--- src/inc/gi_pkg.sv ---
// constants for the gamma interpolator and row dimming block
package gi_pkg;

	localparam int GI_NPTS = 8;
	localparam int GI_NCH = 3;
	localparam int GI_IN_W = 8;
	localparam int GI_OUT_W = 10;
	localparam int GI_ADDR_W = 5;
	localparam int GI_DATA_W = 16;

	// fixed grayscale coordinates of the anchor points
	localparam logic [7:0] GI_GL [GI_NPTS] = '{8'h02, 8'h04, 8'h08, 8'h10,
		8'h20, 8'h40, 8'h80, 8'hff};

	// register offsets
	localparam logic [4:0] GI_A_COEF0 = 5'h00;
	localparam logic [4:0] GI_A_BLACK = 5'h08;
	localparam logic [4:0] GI_A_UPDATE = 5'h09;
	localparam logic [4:0] GI_A_PTSEL = 5'h0a;
	localparam logic [4:0] GI_A_DIM = 5'h0b;
	localparam logic [4:0] GI_A_MAXCUR = 5'h0c;
	localparam logic [4:0] GI_A_CATHODE = 5'h0d;
	localparam logic [4:0] GI_A_ROWBLANK = 5'h0e;
	localparam logic [4:0] GI_A_DISPCTL = 5'h0f;
	localparam logic [4:0] GI_A_FRAMELEN = 5'h10;

	// field positions
	localparam int GI_UPD_GO_BIT = 3;
	localparam int GI_FINE_W = 4;
	localparam int GI_COARSE_LSB = 4;
	localparam int GI_COARSE_W = 4;
	localparam int GI_DIM_W = 7;
	localparam int GI_CATH_W = 4;
	localparam int GI_ROWBLANK_W = 13;

	// reset values, then the full dim level and the highest cathode mode in which dimming acts
	localparam logic [9:0] GI_COEF_RST = 10'h000;
	localparam logic [9:0] GI_BLACK_RST = 10'h001;
	localparam logic [6:0] GI_DIM_RST = 7'h7f;
	localparam logic [7:0] GI_MAXCUR_RST = 8'h00;
	localparam logic [3:0] GI_CATH_RST = 4'h0;
	localparam logic [12:0] GI_ROWBLANK_RST = 13'h0000;
	localparam logic GI_DISPBLANK_RST = 1'b1;
	localparam logic [6:0] GI_DIM_FULL = 7'h7f;
	localparam logic [3:0] GI_CATH_DIM_MAX = 4'h1;

endpackage : gi_pkg

--- src/inc/gi_chan_if.sv ---
// carrier between the top and one colour channel interpolator
`timescale 1ns/1ps
interface gi_chan_if;
	import gi_pkg::*;
	logic [GI_IN_W-1:0] pix;
	logic blank;
	logic [GI_OUT_W-1:0] coef [GI_NPTS];
	logic [GI_OUT_W-1:0] q0;
	logic [GI_OUT_W-1:0] res;

	modport host (output pix, output blank, output coef, output q0, input res);
	modport core (input pix, input blank, input coef, input q0, output res);
endinterface : gi_chan_if

--- src/logic/gi_interp.sv ---
// piecewise-linear gamma interpolator for one colour channel
`timescale 1ns/1ps
module gi_interp (
	input wire logic i_clk_sys,
	input wire logic i_rst,
	gi_chan_if.core ch
);
	import gi_pkg::*;

	function automatic logic [9:0] gi_clamp(input logic signed [20:0] v);
		if (v < 21'sd0)
			return 10'h000;
		else if (v > 21'sd1023)
			return 10'h3ff;
		else
			return v[9:0];
	endfunction : gi_clamp

	logic [2:0] seg;
	logic signed [8:0] off;
	logic signed [10:0] diff;
	logic signed [8:0] span;
	logic signed [20:0] prod;
	logic signed [20:0] val;
	logic [9:0] res_nxt;

	//////////////////////////////////////////////////////////////////////
	// segment search and interpolation
	always_comb begin
		seg = 3'd0;
		for (int k = 1; k < GI_NPTS - 1; k++) begin
			if (ch.pix >= GI_GL[k]) begin
				seg = 3'(k);
			end
		end
		// levels 1..3 fall in segment 0; level 1 has a negative offset: extrapolation
		off = $signed({1'b0, ch.pix}) - $signed({1'b0, GI_GL[seg]});
		diff = $signed({1'b0, ch.coef[seg + 3'd1]}) - $signed({1'b0, ch.coef[seg]});
		span = $signed({1'b0, GI_GL[seg + 3'd1]}) - $signed({1'b0, GI_GL[seg]});
		prod = 21'(off * diff);
		val = $signed({11'h000, ch.coef[seg]}) + prod / 21'(span);
		if (ch.blank)
			res_nxt = 10'h000;
		else if (ch.pix == 8'h00)
			res_nxt = gi_clamp($signed({11'h000, ch.q0}));
		else
			res_nxt = gi_clamp(val);
	end

	always_ff @(posedge i_clk_sys or posedge i_rst) begin
		if (i_rst) begin
			ch.res <= 10'h000;
		end else begin
			ch.res <= res_nxt;
		end
	end

endmodule : gi_interp

--- src/logic/gi_gamma_dim.sv ---
// gamma interpolation, analog dimming controls and row-reset duty generator
// Functional notes
// - each 8-bit colour component becomes a 10-bit gamma-corrected code
// - output is interpolated in real time between bracketing anchor points
// - anchor inputs fixed at 2,4,8,16,32,64,128,255; only outputs programmable
// - host writes point select 0..7; block presents chosen point to sense output
// - eight coefficient registers hold 10 usable bits each
// - low three bits of update control select the targeted colour channels
// - writing one to update bit 3 copies coefficients into selected channels
// - gray level zero outputs a user-set fixed black level value
// - gray levels 1 to 3 extrapolate linearly from first two anchors
// - 7-bit dim level gives 128 linear steps up to maximum reference
// - dim level acts only while cathode mode is 0 or 1
// - maximum current reference has a coarse field and a fine trim field
// - 13-bit row blank count; zero means never blank, full duty
// - row reset pulse rises 2*W line cycles before the row's next programming
// - a row reset pulse blacks its row until reprogrammed next frame
// - row N programmed at line N after init lines; same duty all rows
// - array stays black after reset until host clears the blank bit
`timescale 1ns/1ps
module gi_gamma_dim #(
	parameter int INIT_LINES = 2,
	parameter int NUM_ROWS = 2072,
	parameter int LINE_W = 16
) (
	input wire logic i_clk_sys,
	input wire logic i_rst,
	// register port
	input wire logic i_reg_wr,
	input wire logic i_reg_rd,
	input wire logic [gi_pkg::GI_ADDR_W-1:0] i_reg_addr,
	input wire logic [gi_pkg::GI_DATA_W-1:0] i_reg_wdata,
	output logic [gi_pkg::GI_DATA_W-1:0] o_reg_rdata,
	output logic o_reg_rvalid,
	// video in
	input wire logic i_pix_valid,
	input wire logic [gi_pkg::GI_IN_W-1:0] i_pix_r,
	input wire logic [gi_pkg::GI_IN_W-1:0] i_pix_g,
	input wire logic [gi_pkg::GI_IN_W-1:0] i_pix_b,
	input wire logic i_hsync,
	input wire logic i_vsync,
	// video out
	output logic o_pix_valid,
	output logic [gi_pkg::GI_OUT_W-1:0] o_pix_r,
	output logic [gi_pkg::GI_OUT_W-1:0] o_pix_g,
	output logic [gi_pkg::GI_OUT_W-1:0] o_pix_b,
	// analog controls
	output logic [2:0] o_gamma_point_select,
	output logic [gi_pkg::GI_DIM_W-1:0] o_dim_level,
	output logic [gi_pkg::GI_COARSE_W-1:0] o_max_current_coarse,
	output logic [gi_pkg::GI_FINE_W-1:0] o_max_current_fine,
	output logic [gi_pkg::GI_CATH_W-1:0] o_cathode_mode,
	output logic o_display_blank,
	// row reset
	output logic o_row_reset_pulse,
	output logic [LINE_W-1:0] o_row_reset_row
);
	import gi_pkg::*;

	//////////////////////////////////////////////////////////////////////
	// helpers

	// offsets 0..7 address the staged coefficient set
	function automatic logic gi_is_coef(input logic [GI_ADDR_W-1:0] a);
		return a < GI_A_BLACK;
	endfunction : gi_is_coef

	logic [GI_OUT_W-1:0] coef_stage_r [GI_NPTS];
	logic [GI_OUT_W-1:0] bank_r [GI_NCH][GI_NPTS];
	logic [GI_OUT_W-1:0] black_stage_r;
	logic [GI_OUT_W-1:0] black_r [GI_NCH];
	logic [2:0] chan_sel_r;
	logic [2:0] point_sel_r;
	logic [GI_DIM_W-1:0] dim_r;
	logic [7:0] maxcur_r;
	logic [GI_CATH_W-1:0] cath_r;
	logic [GI_ROWBLANK_W-1:0] row_blank_r;
	logic disp_blank_r;
	logic [LINE_W-1:0] line_r;
	logic [LINE_W-1:0] frame_len_r;
	logic pix_valid_r;
	logic upd_go;
	logic [LINE_W+1:0] tgt_raw;
	logic [LINE_W+1:0] tgt;
	logic [LINE_W+1:0] twice_w;
	logic rst_hit;
	logic [LINE_W-1:0] rst_row;
	logic [GI_DATA_W-1:0] rdata_nxt;
	logic line_strobe;
	logic pulse_fire;

	gi_chan_if ch_if [GI_NCH] ();

	//////////////////////////////////////////////////////////////////////
	// register writes

	// the go bit is a command and is never stored
	assign upd_go = i_reg_wr && (i_reg_addr == GI_A_UPDATE) &&
		i_reg_wdata[GI_UPD_GO_BIT];

	always_ff @(posedge i_clk_sys or posedge i_rst) begin
		if (i_rst) begin
			for (int k = 0; k < GI_NPTS; k++) begin
				coef_stage_r[k] <= GI_COEF_RST;
			end
			black_stage_r <= GI_BLACK_RST;
		end else if (i_reg_wr) begin
			// only the low 10 bits of a coefficient write are kept
			if (gi_is_coef(i_reg_addr)) begin
				coef_stage_r[i_reg_addr[2:0]] <= i_reg_wdata[GI_OUT_W-1:0];
			end
			if (i_reg_addr == GI_A_BLACK) begin
				black_stage_r <= i_reg_wdata[GI_OUT_W-1:0];
			end
		end
	end

	always_ff @(posedge i_clk_sys or posedge i_rst) begin
		if (i_rst) begin
			chan_sel_r <= 3'h0;
			point_sel_r <= 3'h0;
			dim_r <= GI_DIM_RST;
			maxcur_r <= GI_MAXCUR_RST;
			cath_r <= GI_CATH_RST;
			row_blank_r <= GI_ROWBLANK_RST;
			disp_blank_r <= GI_DISPBLANK_RST;
		end else if (i_reg_wr) begin
			unique case (i_reg_addr)
				GI_A_UPDATE: chan_sel_r <= i_reg_wdata[2:0];
				GI_A_PTSEL: point_sel_r <= i_reg_wdata[2:0];
				GI_A_DIM: dim_r <= i_reg_wdata[GI_DIM_W-1:0];
				GI_A_MAXCUR: maxcur_r <= i_reg_wdata[7:0];
				GI_A_CATHODE: cath_r <= i_reg_wdata[GI_CATH_W-1:0];
				GI_A_ROWBLANK: row_blank_r <= i_reg_wdata[GI_ROWBLANK_W-1:0];
				GI_A_DISPCTL: disp_blank_r <= i_reg_wdata[0];
				default: begin
				end
			endcase
		end
	end

	//////////////////////////////////////////////////////////////////////
	// per-channel coefficient banks, loaded on the update command

	always_ff @(posedge i_clk_sys or posedge i_rst) begin
		if (i_rst) begin
			for (int c = 0; c < GI_NCH; c++) begin
				black_r[c] <= GI_BLACK_RST;
				for (int k = 0; k < GI_NPTS; k++) begin
					bank_r[c][k] <= GI_COEF_RST;
				end
			end
		end else if (upd_go) begin
			// channel mask comes from the same write that carries the go bit
			// channels outside the mask keep their curve
			for (int c = 0; c < GI_NCH; c++) begin
				if (i_reg_wdata[c]) begin
					black_r[c] <= black_stage_r;
					for (int k = 0; k < GI_NPTS; k++) begin
						bank_r[c][k] <= coef_stage_r[k];
					end
				end
			end
		end
	end

	//////////////////////////////////////////////////////////////////////
	// register reads

	always_comb begin
		rdata_nxt = '0;
		// offsets 0..7 read back the staged set, not a channel bank
		if (gi_is_coef(i_reg_addr)) begin
			rdata_nxt[GI_OUT_W-1:0] = coef_stage_r[i_reg_addr[2:0]];
		end else begin
			unique case (i_reg_addr)
				GI_A_BLACK: rdata_nxt[GI_OUT_W-1:0] = black_stage_r;
				GI_A_UPDATE: rdata_nxt[2:0] = chan_sel_r;
				GI_A_PTSEL: rdata_nxt[2:0] = point_sel_r;
				GI_A_DIM: rdata_nxt[GI_DIM_W-1:0] = dim_r;
				GI_A_MAXCUR: rdata_nxt[7:0] = maxcur_r;
				GI_A_CATHODE: rdata_nxt[GI_CATH_W-1:0] = cath_r;
				GI_A_ROWBLANK: rdata_nxt[GI_ROWBLANK_W-1:0] = row_blank_r;
				GI_A_DISPCTL: rdata_nxt[0] = disp_blank_r;
				GI_A_FRAMELEN: rdata_nxt = GI_DATA_W'(frame_len_r);
				default: rdata_nxt = '0;
			endcase
		end
	end

	always_ff @(posedge i_clk_sys or posedge i_rst) begin
		if (i_rst) begin
			o_reg_rdata <= '0;
			o_reg_rvalid <= 1'b0;
		end else begin
			o_reg_rvalid <= i_reg_rd;
			// read data holds until the next read
			if (i_reg_rd) begin
				o_reg_rdata <= rdata_nxt;
			end
		end
	end

	//////////////////////////////////////////////////////////////////////
	// pixel path, one flop stage inside each interpolator

	for (genvar c = 0; c < GI_NCH; c++) begin : g_ch
		assign ch_if[c].blank = disp_blank_r;
		assign ch_if[c].q0 = black_r[c];
		for (genvar k = 0; k < GI_NPTS; k++) begin : g_pt
			assign ch_if[c].coef[k] = bank_r[c][k];
		end
		gi_interp u_interp (
			.i_clk_sys(i_clk_sys),
			.i_rst(i_rst),
			.ch(ch_if[c])
		);
	end

	assign ch_if[0].pix = i_pix_r;
	assign ch_if[1].pix = i_pix_g;
	assign ch_if[2].pix = i_pix_b;
	assign o_pix_r = ch_if[0].res;
	assign o_pix_g = ch_if[1].res;
	assign o_pix_b = ch_if[2].res;

	always_ff @(posedge i_clk_sys or posedge i_rst) begin
		if (i_rst) begin
			pix_valid_r <= 1'b0;
		end else begin
			// one stage, in step with the interpolator register
			pix_valid_r <= i_pix_valid;
		end
	end

	assign o_pix_valid = pix_valid_r;

	//////////////////////////////////////////////////////////////////////
	// analog control outputs

	assign o_gamma_point_select = point_sel_r;
	// outside cathode modes 0 and 1 the dimming setting is ignored
	assign o_dim_level = (cath_r <= GI_CATH_DIM_MAX) ? dim_r : GI_DIM_FULL;
	assign o_max_current_coarse = maxcur_r[GI_COARSE_LSB +: GI_COARSE_W];
	assign o_max_current_fine = maxcur_r[GI_FINE_W-1:0];
	assign o_cathode_mode = cath_r;
	assign o_display_blank = disp_blank_r;

	//////////////////////////////////////////////////////////////////////
	// line counting and frame length measurement

	always_ff @(posedge i_clk_sys or posedge i_rst) begin
		if (i_rst) begin
			line_r <= '0;
			frame_len_r <= '0;
		end else if (i_vsync) begin
			frame_len_r <= line_r;
			line_r <= '0;
		end else if (i_hsync) begin
			line_r <= line_r + LINE_W'(1);
		end
	end

	//////////////////////////////////////////////////////////////////////
	// row reset: the row whose programming line lies 2*W lines ahead

	always_comb begin
		twice_w = (LINE_W+2)'({row_blank_r, 1'b0});
		tgt_raw = (LINE_W+2)'(line_r) + twice_w;
		// a single subtract wraps, since 2*W stays below the frame length
		if (tgt_raw >= (LINE_W+2)'(frame_len_r))
			tgt = tgt_raw - (LINE_W+2)'(frame_len_r);
		else
			tgt = tgt_raw;
		rst_row = LINE_W'(tgt - (LINE_W+2)'(INIT_LINES));
		// no measured frame length yet after reset keeps the generator quiet
		rst_hit = (row_blank_r != '0) && (frame_len_r != '0) &&
			(twice_w < (LINE_W+2)'(frame_len_r)) &&
			(tgt >= (LINE_W+2)'(INIT_LINES)) &&
			(tgt < (LINE_W+2)'(INIT_LINES + NUM_ROWS));
	end

	// a frame strobe wins over a line strobe in the same cycle
	assign line_strobe = i_hsync && !i_vsync;
	assign pulse_fire = line_strobe && rst_hit;

	always_ff @(posedge i_clk_sys or posedge i_rst) begin
		if (i_rst) begin
			o_row_reset_pulse <= 1'b0;
			o_row_reset_row <= '0;
		end else begin
			o_row_reset_pulse <= pulse_fire;
			if (pulse_fire) begin
				o_row_reset_row <= rst_row;
			end
		end
	end

endmodule : gi_gamma_dim

--- config.mk ---
export PLATFORM = sky130hd
export DESIGN_NAME = gi_gamma_dim
export DESIGN_NICKNAME = d
export VERILOG_FILES = /design/src/inc/gi_pkg.sv /design/src/inc/gi_chan_if.sv /design/src/logic/gi_interp.sv /design/src/logic/gi_gamma_dim.sv
export SDC_FILE = /design/constraint.sdc
export NUM_CORES = 2
export LEC_CHECK = 0
export BUFFER_PORTS_ARGS = -buffer_cell sky130_fd_sc_hd__buf_4
export CAP_MARGIN = 20
export CORE_MARGIN = 1.5
export CORE_UTILIZATION = 34
export CTS_CLUSTER_SIZE = 30
export DETAILED_ROUTE_END_ITERATION = 10
export SYNTH_ARGS = -nofsm -noshare
export SYNTH_HDL_FRONTEND = slang
export SYNTH_HIERARCHICAL = 1
export SYNTH_SLANG_ARGS = --single-unit
--- constraint.sdc ---
create_clock -name i_clk_sys -period 65.8 [get_ports i_clk_sys]
set_input_delay 6.58 -clock i_clk_sys [delete_from_list [all_inputs] [get_ports i_clk_sys]]
set_output_delay 6.58 -clock i_clk_sys [all_outputs]
set_load 0.02 [all_outputs]
==> metrics <==
Final Wtd Congestion 0.9476; initial antenna violation count 18; post-route insts no fill 13425; post-synth cell types 157; WP data required 66270 ps; Filler Cell Count 23831; routed via count 75329; Final min period 62010 ps; Multi-input gate area about 0.066 mm^2; Worst Path Arrival 62470 ps; H-Tree Depth 2; Post-DP HPWL 212.0 mm; max frequency 16.13 MHz; CTS Root Buffer Type clkbuf_16; Initial Util between 30 and 40%; Die ar. 0.2427 mm^2; Hold WC Path Type reg -> reg; Slowest Stage Delay on Critical Path approximately 790 ps; core area between 0.2 and 0.25 mm^2; synth warn 6; maximum buffer depth of the clock tree 3; Max FO, Critical Path 18; Post-synth EDFFs 0; Synth top area share about 15%; Slowest-stage cell, CP a2111oi_0; drt first pass iters 7; WS Path Type in -> reg; vias in the first global route 74560; share of post-route cells with drive strength above 1 between 10% and 20%; Least-Margin Pin Slew 1186 ps; maxcap violations 0; placed cells 13309; RSZ-0062 raised after global routing false; Via-to-Cell Ratio 5.611; register area 0.01243 mm^2; die height 492.7 um; Final period util 94.23%; Layout Utilization around two fifths; number of buffers created by CTS 50; hold depth 1; Die W 492.7 um; sequential element share of the synthesized area 15.24%; global-route wire length before repair 412.3 mm; Yosys top cell by area ha_1; Synth Flop Type dfrtp_1; final setup vio count 0; top post-synthesis cells by area ha_1, dfrtp_1, mux2_2; synthesized area per cell 8.494 um^2; Setup Total Neg Slack 0 ps; max-slew violations 0; GRT Total Usage about a fifth; final net count 11526; startpoint type of the worst setup path input pin; run status complete, no violations; WL final about 260 mm; DRT iter0 DRCs around 5400; area delta synth->final 13.62%; reg2reg path depth 234; Async SR Flop Fraction between 90% and 100%; Critical Path End Type register; worst skew pair latency 610 ps; hold slack ~490 ps; final antenna-violating net count 0; most numerous cell on the critical path ha_1; clock slew at reported path FFs around 60 ps; number of synthesized register bits 496; grt ovf 0; DRC viols 0; Ports 140; CTS tree built; Synth Cell Area 0.08152 mm^2; Port Buffer Count around 140; worst rel slew slack between 20 and 25%; Final Hold Fails 0; Worst Clk Skew around 25 ps; hold-fix buffers at CTS 0; Cells after Synth 9597; largest net degree at the start of global routing between 150 and 200; Wirelength per Cell 19.45 um; CTS sink count 496; floorplan row count 179
-- cell usage after synthesis (all sizes together), types with 75 or more instances --
master / number
nand3: 168
or2: 90
or3: 96
o31ai: 90
xnor2: 424
fa: 269
a31oi: 97
ha: 995
o211ai: 80
nor3: 270
inv: 599
nor2: 946
nand4: 83
o21ai: 427
a21o: 254
o21a: 220
dfrtp: 484
xor2: 243
clkbuf: 257
nand2: 710
buf: 75
mux4: 110
a21oi: 571
nor2b: 125
mux2i: 186
nand2b: 162
mux2: 581
-- final cells by class --
cell class              instances  area share [%]
multi-input cells            8306           71.64
flip-flops and latches        496           13.42
repair buffers                755           6.276
well taps                    3167           4.278
inverters                     601           2.444
clock buffers                  72           1.602
clock inverters                22          0.3296
diodes                          6         0.01621
-- layer usage --
| layer | part of all wire [%] | up-vias | track usage (%) | wire [um] |
|---|---|---|---|---|
| met2 | 45 | 2151 | 34.23 | 118400 |
| met5 | 0.016 | - | 0 | 41 |
| met4 | 2.1 | 6 | 4.161 | 5472 |
| met3 | 6.6 | 301 | 3.251 | 17120 |
| met1 | 46 | 36876 | 28.77 | 120100 |
| li1 | - | 35995 | - | - |
-- worst max-delay path, delay by kind of cell --
kind	cells	cell delay, ps
compound gates	122	28270
fa+ha+maj	31	10570
simple gates	57	9150
buf+inv	22	4050
mux	8	3080
xor+xnor	2	590
-- kinds of logic after synthesis --
family / synth area share (%)
AOI/OAI and AO/OA: 20.15
xor gates and xnor gates: 7.290
adders and majority gates: 21.88
buffers and inverters: 4.526
DFF: 15.24
muxes: 13.38
other: 0.02762
and+or+nand+nor: 17.51
-- repair_timing --
item,CTS,global route
endpoints found under the setup margin,0,30
gates resized for setup,0,54
buffers inserted,0,7
-- path summary, 6_finish.rpt --
| kind | startpoint | end | slack, ps |
|---|---|---|---|
| worst max-delay path | i_pix_g[5] | g_ch[1].u_interp/ch.res[4]$_DFF_PP0_ | 3790 |
| worst min-delay path | o_reg_rdata[5]$_DFFE_PP0P_ | o_reg_rdata[5]$_DFFE_PP0P_ | 490 |
| worst max register to register | bank_r[150]$_DFFE_PP0P_ | g_ch[1].u_interp/ch.res[4]$_DFF_PP0_ | 10890 |
| worst min register to register | o_reg_rdata[5]$_DFFE_PP0P_ | o_reg_rdata[5]$_DFFE_PP0P_ | 490 |
| max in group asynchronous | i_rst | o_reg_rdata[0]$_DFFE_PP0P_ | 57920 |
| min in group asynchronous | i_rst | g_ch[2].u_interp/ch.res[4]$_DFF_PP0_ | 6160 |
-- flip-flops by register name, indices dropped and copies added (netlist names), 4 cells and up --
register / cells
frame_len_r: 16
row_blank_r: 13
black_stage_r: 10
line_r: 16
bank_r: 240
coef_stage_r: 80
dim_r: 7
o_row_reset_row: 16
ch_if.q0: 30
o_reg_rdata: 16
o_cathode_mode: 4
g_ch.u_interp/ch.res: 30
maxcur_r: 8
-- cell usage in the layout, fill, tap and decap left out, types with 25 or more instances in the layout --
cell type  count
mux2i_1      185
nand3_1      165
xnor2_1      416
nor3_1       260
a21o_1       249
conb_1       144
nand2_1      704
o31ai_1       82
a31oi_1       92
or2_2         85
o211ai_1      77
nand2b_1     162
nand4_1       82
xor2_1       234
o21bai_1      56
nor3b_1       25
nor2_1       938
o21ai_1       29
a22oi_1       33
or3_1         93
buf_4        743
o21a_1       219
and3_1        60
mux2_2       574
nor2b_1      122
mux4_2       110
fa_1         269
o2111ai_1     28
and2_1        59
inv_1        596
o21ai_0      389
ha_1         991
a211oi_1      56
clkbuf_16     50
o22ai_1       30
a21oi_1      558
nor4_1        42
dfrtp_1      484
a21boi_0      41
a211o_1       37
-- metrics by stage --
stage | worst slack (ps) | instance area [um^2]
after floorplan | 7398 | 82040
after global placement | 2360 | 90400
after detailed placement | 1680 | 90420
after CTS | 2054 | 92210
after global routing | 4.697 | 92620
final | 3794 | 92620
Power is not shown: default switching activity piles up to over one toggle a cycle in this logic, so the estimate is an artifact.
